[config.mk]
export PLATFORM = sky130hd
export DESIGN_NAME = ecac_card
export DESIGN_NICKNAME = d
export VERILOG_FILES = /design/src/common/ecac_pkg.sv /design/src/logic/ecac_card.sv
export VERILOG_INCLUDE_DIRS = /design/src /design/src/common
export SDC_FILE = /design/constraint.sdc
export NUM_CORES = 1
export LEC_CHECK = 0
export BUFFER_PORTS_ARGS = -buffer_cell sky130_fd_sc_hd__clkbuf_2
export CAP_MARGIN = 15
export CELL_PAD_IN_SITES_DETAIL_PLACEMENT = 1
export CELL_PAD_IN_SITES_GLOBAL_PLACEMENT = 1
export CORE_MARGIN = 8
export CORE_UTILIZATION = 30
export CTS_BUF_LIST = sky130_fd_sc_hd__clkbuf_4 sky130_fd_sc_hd__clkbuf_8
export DETAILED_ROUTE_END_ITERATION = 12
export GPL_TIMING_DRIVEN = 0
export PLACE_DENSITY = 0.81
export SYNTH_ARGS = -nofsm -noshare
export SYNTH_HDL_FRONTEND = slang
export SYNTH_HIERARCHICAL = 1
export SYNTH_SLANG_ARGS = --single-unit
[constraint.sdc]
create_clock -name sys_clk_i -period 2.1 [get_ports sys_clk_i]
set_clock_uncertainty 0.1 [all_clocks]
set_input_delay 0.42 -clock sys_clk_i [delete_from_list [all_inputs] [get_ports sys_clk_i]]
set_output_delay 0.42 -clock sys_clk_i [all_outputs]
set_load 0.005 [all_outputs]
[src/common/ecac_regs.svh]
// Behaviour
// RULE1 - reset returns the card to unconfigured, dropping base address and shut-up.
// RULE2 - chain output is negated at once when reset arrives.
// RULE3 - unconfigured with chain input negated: drive nothing, answer no cycle.
// RULE4 - local memory refresh may continue through reset; local work resumes after.
// RULE5 - unconfigured card with chain input asserted answers configuration space accesses.
// RULE6 - read-only descriptor registers from block base, then write-only registers.
// RULE7 - chain output asserts on final base address write or any shut-up write.
// RULE8 - legacy space is 64K at 00E8xxxx, reached with 16-bit cycles.
// RULE9 - 32-bit space is 64K at FF00xxxx; decode only top address byte.
// RULE10 - card configures in exactly one space, never both at once.
// RULE11 - register reads return meaningful data only in top four data bits.
// RULE12 - write-only registers accept nybble, byte or word writes alike.
// RULE13 - each register is eight bits from two nybbles at paired addresses.
// RULE14 - every read-only register except 00 reads back complemented.
// RULE15 - pair is offset and offset+2 legacy, offset and offset+100 wide.
// RULE16 - register 3C is logically zero, so both nybbles read all ones.
// RULE17 - shared open-collector lines are only pulled low, never driven high.
// RULE18 - register 00 bits 7:6 hold board type: 10 wide card, 11 legacy.
// RULE19 - decode config space only unconfigured with chain input asserted.
`ifndef ECAC_REGS_SVH
`define ECAC_REGS_SVH
`define ECAC_LEG_BASE 8'hE8
`define ECAC_LEG_HI 8'h00
`define ECAC_WIDE_BASE 8'hFF
`define ECAC_WIDE_HI_BYTE 8'h00
`define ECAC_REG_TYPE 6'h00
`define ECAC_REG_PROD 6'h01
`define ECAC_REG_FLAGS 6'h02
`define ECAC_REG_MFG_HI 6'h04
`define ECAC_REG_MFG_LO 6'h05
`define ECAC_REG_ZERO 6'h0F
`define ECAC_REG_BASE_WIDE 6'h11
`define ECAC_REG_BASE_LEG 6'h12
`define ECAC_REG_SHUTUP 6'h13
`define ECAC_TYPE_WIDE 2'h2
`define ECAC_TYPE_LEG 2'h3
`define ECAC_LEG_PAIR_BIT 1
`define ECAC_WIDE_PAIR_BIT 8
`define ECAC_REG_RSVD_0C 6'h03
`define ECAC_REG_SER_0 6'h06
`define ECAC_REG_SER_1 6'h07
`define ECAC_REG_SER_2 6'h08
`define ECAC_REG_SER_3 6'h09
`define ECAC_REG_VEC_HI 6'h0A
`define ECAC_REG_VEC_LO 6'h0B
`define ECAC_REG_RSVD_30 6'h0C
`define ECAC_REG_RSVD_34 6'h0D
`define ECAC_REG_RSVD_38 6'h0E
`define ECAC_REG_WO_40 6'h10
`define ECAC_LOGIC_ZERO 8'h00
`endif

[src/common/ecac_pkg.sv]
package ecac_pkg;
  typedef enum logic [1:0] {
    ECAC_UNCONF = 2'h0,
    ECAC_CONFIGURED = 2'h1,
    ECAC_SHUTUP = 2'h2
  } ecac_state_e;
  typedef struct packed {
    ecac_state_e state;
    logic [1:0] cin_sync;
    logic chain_out;
    logic [7:0] base_hi;
    logic [3:0] base_lo_nyb;
    logic [3:0] rd_data;
    logic rd_oe;
    logic ack;
  } ecac_state_s;
endpackage

[src/logic/ecac_card.sv]
`timescale 1ns/100ps
`default_nettype none
`include "ecac_regs.svh"
module ecac_card
  import ecac_pkg::*;
#(
  parameter logic WIDE_SPACE = 1'b1,
  parameter logic [7:0] PRODUCT_ID = 8'h01,
  parameter logic [15:0] MAKER_ID = 16'h1234,
  parameter logic [7:0] FLAGS_VAL = 8'h10,
  parameter logic [5:0] SIZE_BITS = 6'h00
)
(
  input wire logic sys_clk_i,
  input wire logic reset_n_i,
  input wire logic clk_en_i,
  input wire logic config_chain_in_n_i,
  input wire logic [31:0] addr_i,
  input wire logic cycle_i,
  input wire logic read_i,
  input wire logic [3:0] wdata_i,
  output logic [3:0] rdata_o,
  output logic rdata_oe_o,
  output logic config_chain_out_n_o,
  output logic transfer_ack_line_o,
  output logic transfer_ack_line_oe_o,
  output logic configured_o,
  output logic [7:0] base_addr_o
);
  ecac_state_s cur_r;
  ecac_state_s cur_nxt;
  logic chain_in;
  logic in_space;
  logic [5:0] reg_idx;
  logic hi_nyb;
  logic [7:0] logical;
  logic [7:0] shown;
  logic [3:0] nyb;
  logic wide_hit;
  logic wide_hi;
  logic leg_hit;
  logic leg_hi;
  logic take;
  logic take_rd;
  logic take_wr;
  logic wr_base;
  logic wr_base_first;
  logic wr_base_last;
  logic wr_shut;
  logic [7:0] base_full;

  ecac_space_dec
  #(
    .TOP_BYTE(`ECAC_WIDE_BASE),
    .NEXT_BYTE(`ECAC_WIDE_HI_BYTE),
    .USE_NEXT(1'b0),
    .PAIR_BIT(`ECAC_WIDE_PAIR_BIT)
  )
  ecac_space_dec_wide_inst
  (
    .addr_i(addr_i),
    .hit_o(wide_hit),
    .hi_nyb_o(wide_hi)
  );

  ecac_space_dec
  #(
    .TOP_BYTE(`ECAC_LEG_HI),
    .NEXT_BYTE(`ECAC_LEG_BASE),
    .USE_NEXT(1'b1),
    .PAIR_BIT(`ECAC_LEG_PAIR_BIT)
  )
  ecac_space_dec_leg_inst
  (
    .addr_i(addr_i),
    .hit_o(leg_hit),
    .hi_nyb_o(leg_hi)
  );

  assign chain_in = cur_r.cin_sync[1];

  always_comb
  begin
    // one space only, fixed at build time
    if (WIDE_SPACE) // RULE10
    begin
      in_space = wide_hit; // RULE9
      hi_nyb = wide_hi;
    end
    else
    begin
      in_space = leg_hit; // RULE8
      hi_nyb = leg_hi;
    end
    reg_idx = addr_i[7:2];
    // unlisted, reserved and write-only registers read as logical zero
    case (reg_idx)
      `ECAC_REG_TYPE:
      begin
        logical = {WIDE_SPACE ? `ECAC_TYPE_WIDE : `ECAC_TYPE_LEG,
          SIZE_BITS}; // RULE18
      end
      `ECAC_REG_PROD:
      begin
        logical = PRODUCT_ID;
      end
      `ECAC_REG_FLAGS:
      begin
        logical = FLAGS_VAL;
      end
      `ECAC_REG_RSVD_0C:
      begin
        logical = `ECAC_LOGIC_ZERO;
      end
      `ECAC_REG_MFG_HI:
      begin
        logical = MAKER_ID[15:8];
      end
      `ECAC_REG_MFG_LO:
      begin
        logical = MAKER_ID[7:0];
      end
      // no serial number on this card
      `ECAC_REG_SER_0:
      begin
        logical = `ECAC_LOGIC_ZERO;
      end
      `ECAC_REG_SER_1:
      begin
        logical = `ECAC_LOGIC_ZERO;
      end
      `ECAC_REG_SER_2:
      begin
        logical = `ECAC_LOGIC_ZERO;
      end
      `ECAC_REG_SER_3:
      begin
        logical = `ECAC_LOGIC_ZERO;
      end
      // no boot code, so the vector is left empty
      `ECAC_REG_VEC_HI:
      begin
        logical = `ECAC_LOGIC_ZERO;
      end
      `ECAC_REG_VEC_LO:
      begin
        logical = `ECAC_LOGIC_ZERO;
      end
      `ECAC_REG_RSVD_30:
      begin
        logical = `ECAC_LOGIC_ZERO;
      end
      `ECAC_REG_RSVD_34:
      begin
        logical = `ECAC_LOGIC_ZERO;
      end
      `ECAC_REG_RSVD_38:
      begin
        logical = `ECAC_LOGIC_ZERO;
      end
      `ECAC_REG_ZERO:
      begin
        logical = `ECAC_LOGIC_ZERO; // RULE16
      end
      `ECAC_REG_WO_40:
      begin
        logical = `ECAC_LOGIC_ZERO; // RULE6
      end
      `ECAC_REG_BASE_WIDE:
      begin
        logical = `ECAC_LOGIC_ZERO; // RULE6
      end
      `ECAC_REG_BASE_LEG:
      begin
        logical = `ECAC_LOGIC_ZERO; // RULE6
      end
      `ECAC_REG_SHUTUP:
      begin
        logical = `ECAC_LOGIC_ZERO; // RULE6
      end
      default:
      begin
        logical = `ECAC_LOGIC_ZERO; // RULE6
      end
    endcase
  end

  // only register 00 shows its true value
  always_comb
  begin
    if (reg_idx == `ECAC_REG_TYPE)
    begin
      shown = logical;
    end
    else
    begin
      shown = ~logical; // RULE14
    end
    if (hi_nyb)
    begin
      nyb = shown[7:4]; // RULE13
    end
    else
    begin
      nyb = shown[3:0]; // RULE13
    end
  end

  // silent unless selected by the chain and still unconfigured
  always_comb
  begin
    take = 1'b0;
    if (cur_r.state == ECAC_UNCONF) // RULE19
    begin
      if (chain_in && cycle_i && in_space) // RULE3 RULE5
      begin
        take = 1'b1;
      end
    end
    take_rd = take && read_i;
    take_wr = take && !read_i;
    wr_base = 1'b0;
    wr_shut = 1'b0;
    if (take_wr)
    begin
      // a nybble lane is all we need; wider writes land the same
      case (reg_idx) // RULE12
        `ECAC_REG_BASE_WIDE:
        begin
          wr_base = WIDE_SPACE;
        end
        `ECAC_REG_BASE_LEG:
        begin
          wr_base = !WIDE_SPACE;
        end
        `ECAC_REG_SHUTUP:
        begin
          wr_shut = 1'b1;
        end
        default:
        begin
          wr_base = 1'b0;
        end
      endcase
    end
    // low nybble first; the high one completes the address in both spaces
    wr_base_first = wr_base && !hi_nyb;
    wr_base_last = wr_base && hi_nyb;
    base_full = {wdata_i, cur_r.base_lo_nyb};
  end

  always_comb
  begin
    cur_nxt = cur_r;
    cur_nxt.cin_sync = {cur_r.cin_sync[0], ~config_chain_in_n_i};
    cur_nxt.ack = take; // RULE5
    cur_nxt.rd_oe = take_rd;
    if (take_rd)
    begin
      cur_nxt.rd_data = nyb; // RULE11
    end
    if (wr_base_first)
    begin
      cur_nxt.base_lo_nyb = wdata_i;
    end
    if (wr_base_last)
    begin
      cur_nxt.base_hi = base_full;
      cur_nxt.state = ECAC_CONFIGURED;
      cur_nxt.chain_out = 1'b1; // RULE7
    end
    if (wr_shut)
    begin
      cur_nxt.state = ECAC_SHUTUP;
      cur_nxt.chain_out = 1'b1; // RULE7
    end
  end

  // async reset: chain out drops at once, config forgotten
  always_ff @(posedge sys_clk_i or negedge reset_n_i)
  begin
    if (!reset_n_i)
    begin
      cur_r <= '0; // RULE1 RULE2
    end
    else if (clk_en_i) // RULE4
    begin
      cur_r <= cur_nxt;
    end
  end

  assign rdata_o = cur_r.rd_data;
  assign rdata_oe_o = cur_r.rd_oe;
  assign config_chain_out_n_o = ~cur_r.chain_out;
  // open collector: level held low, enable only when pulling
  assign transfer_ack_line_o = 1'b0; // RULE17
  assign transfer_ack_line_oe_o = cur_r.ack; // RULE17
  assign configured_o = (cur_r.state == ECAC_CONFIGURED);
  assign base_addr_o = cur_r.base_hi;
endmodule

// one copy per space keeps both decodes alike
module ecac_space_dec
#(
  parameter logic [7:0] TOP_BYTE = 8'h00,
  parameter logic [7:0] NEXT_BYTE = 8'h00,
  parameter logic USE_NEXT = 1'b0,
  parameter int PAIR_BIT = 1
)
(
  input wire logic [31:0] addr_i,
  output logic hit_o,
  output logic hi_nyb_o
);
  always_comb
  begin
    // wide space needs only the top byte, cheaper compare
    if (USE_NEXT)
    begin
      hit_o = (addr_i[31:24] == TOP_BYTE)
        && (addr_i[23:16] == NEXT_BYTE);
    end
    else
    begin
      hit_o = (addr_i[31:24] == TOP_BYTE);
    end
    // first address of the pair carries the high nybble
    hi_nyb_o = ~addr_i[PAIR_BIT]; // RULE15
  end
endmodule
`default_nettype wire

==> impl_metrics.sql <==
INSERT INTO impl_metrics (metric_group, metric, value, unit) VALUES
('outcome', 'outcome', 'completed', ''),
('placement', 'gpl.final_weighted_congestion', '0.841', ''),
('setup_path', 'crit_arrival', '2.09', 'ns'),
('cts', 'tritoncts', 'done', ''),
('setup_path', 'criticalPathCategory', 'input pin to flop', ''),
('routing', 'met2RoutedLength', '1.60', 'mm'),
('layout', 'areaGrowthSynthToFinish', '29.0', '%'),
('placement', 'numPortBuffers', '40', ''),
('routing', 'route.detailed.drc', '0', ''),
('cts', 'cts_max_level', '1', ''),
('yosys', 'ys.warnings.count', '6', ''),
('setup_path', 'critical_path.top_delay_family', 'simple AND/OR/NAND/NOR gates', ''),
('yosys', 'yosysTopAreaCell', 'sky130_fd_sc_hd__dfrtp_1', ''),
('placement', 'pre_cts_ws', '-0.263', 'ns'),
('cts', 'number_of_buffers_on_the_longest_clock_path', '2', ''),
('timing', 'setup_slack_of_the_critical_path_after_layout', '0.0619', 'ns'),
('cts', 'cts.root.buffer_cell', 'sky130_fd_sc_hd__clkbuf_8', ''),
('setup_path', 'cp-start-kind', 'input pin', ''),
('timing', 'max_slew_margin_vs_limit', '62.0', '%'),
('timing', 'finalHoldViolations', '0', ''),
('placement', 'placement.cell_area', '1390', 'sq um'),
('yosys', 'synthMostInstantiatedCell', 'sky130_fd_sc_hd__dfrtp_1', ''),
('yosys', 'synth_top_flop_cell', 'sky130_fd_sc_hd__dfrtp_1', ''),
('pwr', 'power_density', '544', 'nW/um^2'),
('setup_path', 'worstPathBufferInverterCount', '3', ''),
('setup_path', 'timing.critical_path.slowest_stage_cell', 'sky130_fd_sc_hd__or4b_1', ''),
('min_path', 'holdCritPathClass', 'input pin to async pin', ''),
('layout', 'drive_above_1_share', '55.4', '%'),
('timing', 'final_min_period_over_clock_period', '97.1', '%'),
('pwr', 'reported_leakage_power', '0.803', 'nW'),
('layout', 'finalInstanceArea', '1460', 'sq um'),
('cts', 'ctsHoldBuffers', '0', ''),
('run', 'timing.max_cap.violations', '0', ''),
('cts', 'numClockSinks', '23', ''),
('layout', 'finish.utilization', '40.0', '%'),
('routing', 'totalWireLength', '2.82', 'mm'),
('yosys', 'ys_ff_latch', '23', ''),
('routing', 'routed_via_density', '4.71', ''),
('yosys', 'yosys-top-cells-area', 'sky130_fd_sc_hd__dfrtp_1 51%, sky130_fd_sc_hd__mux2_2 12%, sky130_fd_sc_hd__buf_4 8.6%', ''),
('layout', 'instances_no_fill', '187', ''),
('layout', 'num-nets-final', '182', ''),
('routing', 'routed-via-count', '881', ''),
('yosys', 'ys_seq_area_share', '50.8', '%'),
('pwr', 'max-vdd-ir-drop', '0.195', 'mV'),
('cts', 'cts_inserted_buffers', '3', ''),
('global_route', 'grt_util_all_layers', '9.33', '%'),
('global_route', 'via_count_of_the_first_global_routing_pass', '956', ''),
('timing', 'max_freq', '491', 'MHz'),
('cts', 'clock_transition_at_the_registers_of_the_reported_paths', '0.08', 'ns'),
('layout', 'antenna_cells_inserted', '0', ''),
('floorplan', 'initial_core_util', '31.0', '%'),
('floorplan', 'die_area', '6000', 'sq um'),
('setup_path', 'worst_path_largest_cell_delay', '0.53', 'ns'),
('floorplan', 'core_area', '3660', 'sq um'),
('yosys', 'async_reset_ff_share', '100', '%'),
('yosys', 'synth_enable_flop_cells', '0', ''),
('yosys', 'syn_inst', '94', ''),
('setup_path', 'cp.required', '2.15', 'ns'),
('routing', 'drt-pass1-iter-count', '4', ''),
('routing', 'initialDrtViolationCount', '29', ''),
('yosys', 'post_synth.cell_area_avg', '12.1', 'sq um'),
('timing', 'final_period_minus_worst_setup_slack', '2.04', 'ns'),
('global_route', 'gr-total-overflow', '0', ''),
('yosys', 'mappedNetlistNets', '136', ''),
('routing', 'highest_metal_layer_with_signal_wires', 'met4', ''),
('setup_path', 'path_cells', 'clkbuf_2 -> inv_1 -> or4b_1 -> nor4_4 -> buf_4 -> mux2_2', ''),
('routing', 'met3RoutedLength', '90', 'um'),
('cts', 'clkLatencyLatePin', '0.26', 'ns'),
('floorplan', 'die-width', '77.5', 'um'),
('yosys', 'post_synth_instance_area', '1130', 'sq um'),
('yosys', 'synthDistinctLibCells', '29', '');
power breakdown:
part           switching, mW  internal [mW]
Sequential           0.00387          0.448
Combinational         0.0415         0.0336
Clock                  0.137          0.132
Total                  0.183          0.614
worst paths after layout:
path / slack [ns] / endpoint / from / cells past startpoint
worst max-delay path: 0.06 / base_addr_o[3] / addr_i[8] / 6
worst min-delay path: 0.03 / cur_r[18] / reset_n_i / 1
worst max register to register: 0.19 / base_addr_o[3] / cur_r[22] / 4
worst min register to register: 0.38 / cur_r[18] / cur_r[18] / 1
max in group asynchronous: 1.49 / base_addr_o[1] / reset_n_i / 1
min in group sys_clk_i: 0.25 / cur_nxt[20] / config_chain_in_n_i / 2
cells by family after synthesis:
kind of cell / after synthesis / share of synthesized area (%)
simple gates: 26 / 16.6
flops: 23 / 50.8
buf+inv: 16 / 9.60
mux: 14 / 13.9
compound gates: 12 / 7.28
xor+xnor: 2 / 1.55
other cells: 1 / 0.331
metal layers:
layer,vias up,GRT usage (%)
met5,-,0
met4,0,3.40
met3,2,1.84
met2,17,18.4
met1,443,9.35
li1,419,-
area by class of cell:
class	count	area [sq um]
inverters	3	11.3
plain buffers	13	97.6
multi-input cells	55	464
fillers	421	2200
well taps	48	60.1
clock buffers	3	41.3
repair buffers	41	208
flip-flops and latches	23	576
clock inverters	1	5.00
layout by cell type (no fill, tap or decap), types with 2 or more instances in the layout:
master	n
sky130_fd_sc_hd__clkbuf_2	40
sky130_fd_sc_hd__dfrtp_1	23
sky130_fd_sc_hd__buf_4	14
sky130_fd_sc_hd__mux2_2	12
sky130_fd_sc_hd__inv_1	3
sky130_fd_sc_hd__nand2_1	3
sky130_fd_sc_hd__nor2_1	3
sky130_fd_sc_hd__nor3_1	3
sky130_fd_sc_hd__nand4_1	3
sky130_fd_sc_hd__clkbuf_8	3
sky130_fd_sc_hd__a21o_1	2
sky130_fd_sc_hd__nand4bb_1	2
sky130_fd_sc_hd__nor4_4	2
sky130_fd_sc_hd__mux2_1	2
sky130_fd_sc_hd__o21ai_0	2
sky130_fd_sc_hd__xor2_1	2
sky130_fd_sc_hd__a21oi_1	2
sky130_fd_sc_hd__a31oi_1	2
sky130_fd_sc_hd__or2_2	2
sky130_fd_sc_hd__a31o_2	2
state kept, by name, summed over array words and instances, names as in the netlist:
name,cells
transfer_ack_line_oe_o,1
base_full,4
rdata_oe_o,1
cur_nxt,1
base_addr_o,8
rdata_o,4
chain_in,1
cur_r,3
what timing repair did:
item,CTS,global route
gates resized for setup,0,2
hold endpoints to repair,0,0
setup endpoints to repair,0,9
setup buffers,0,1
per-stage QoR:
stage	hold WS [ns]	TNS [ns]	power (mW)
3_5_place_dp	0.349	-2.69	0.533
5_1_grt	0.0771	0	0.829
3_3_place_gp	0.328	-1.70	0.529
6_report	0.0340	0	0.796
4_1_cts	0.0595	0	0.803
2_1_floorplan	0.0244	0	0.487
Power figures use the tool's default switching activity.
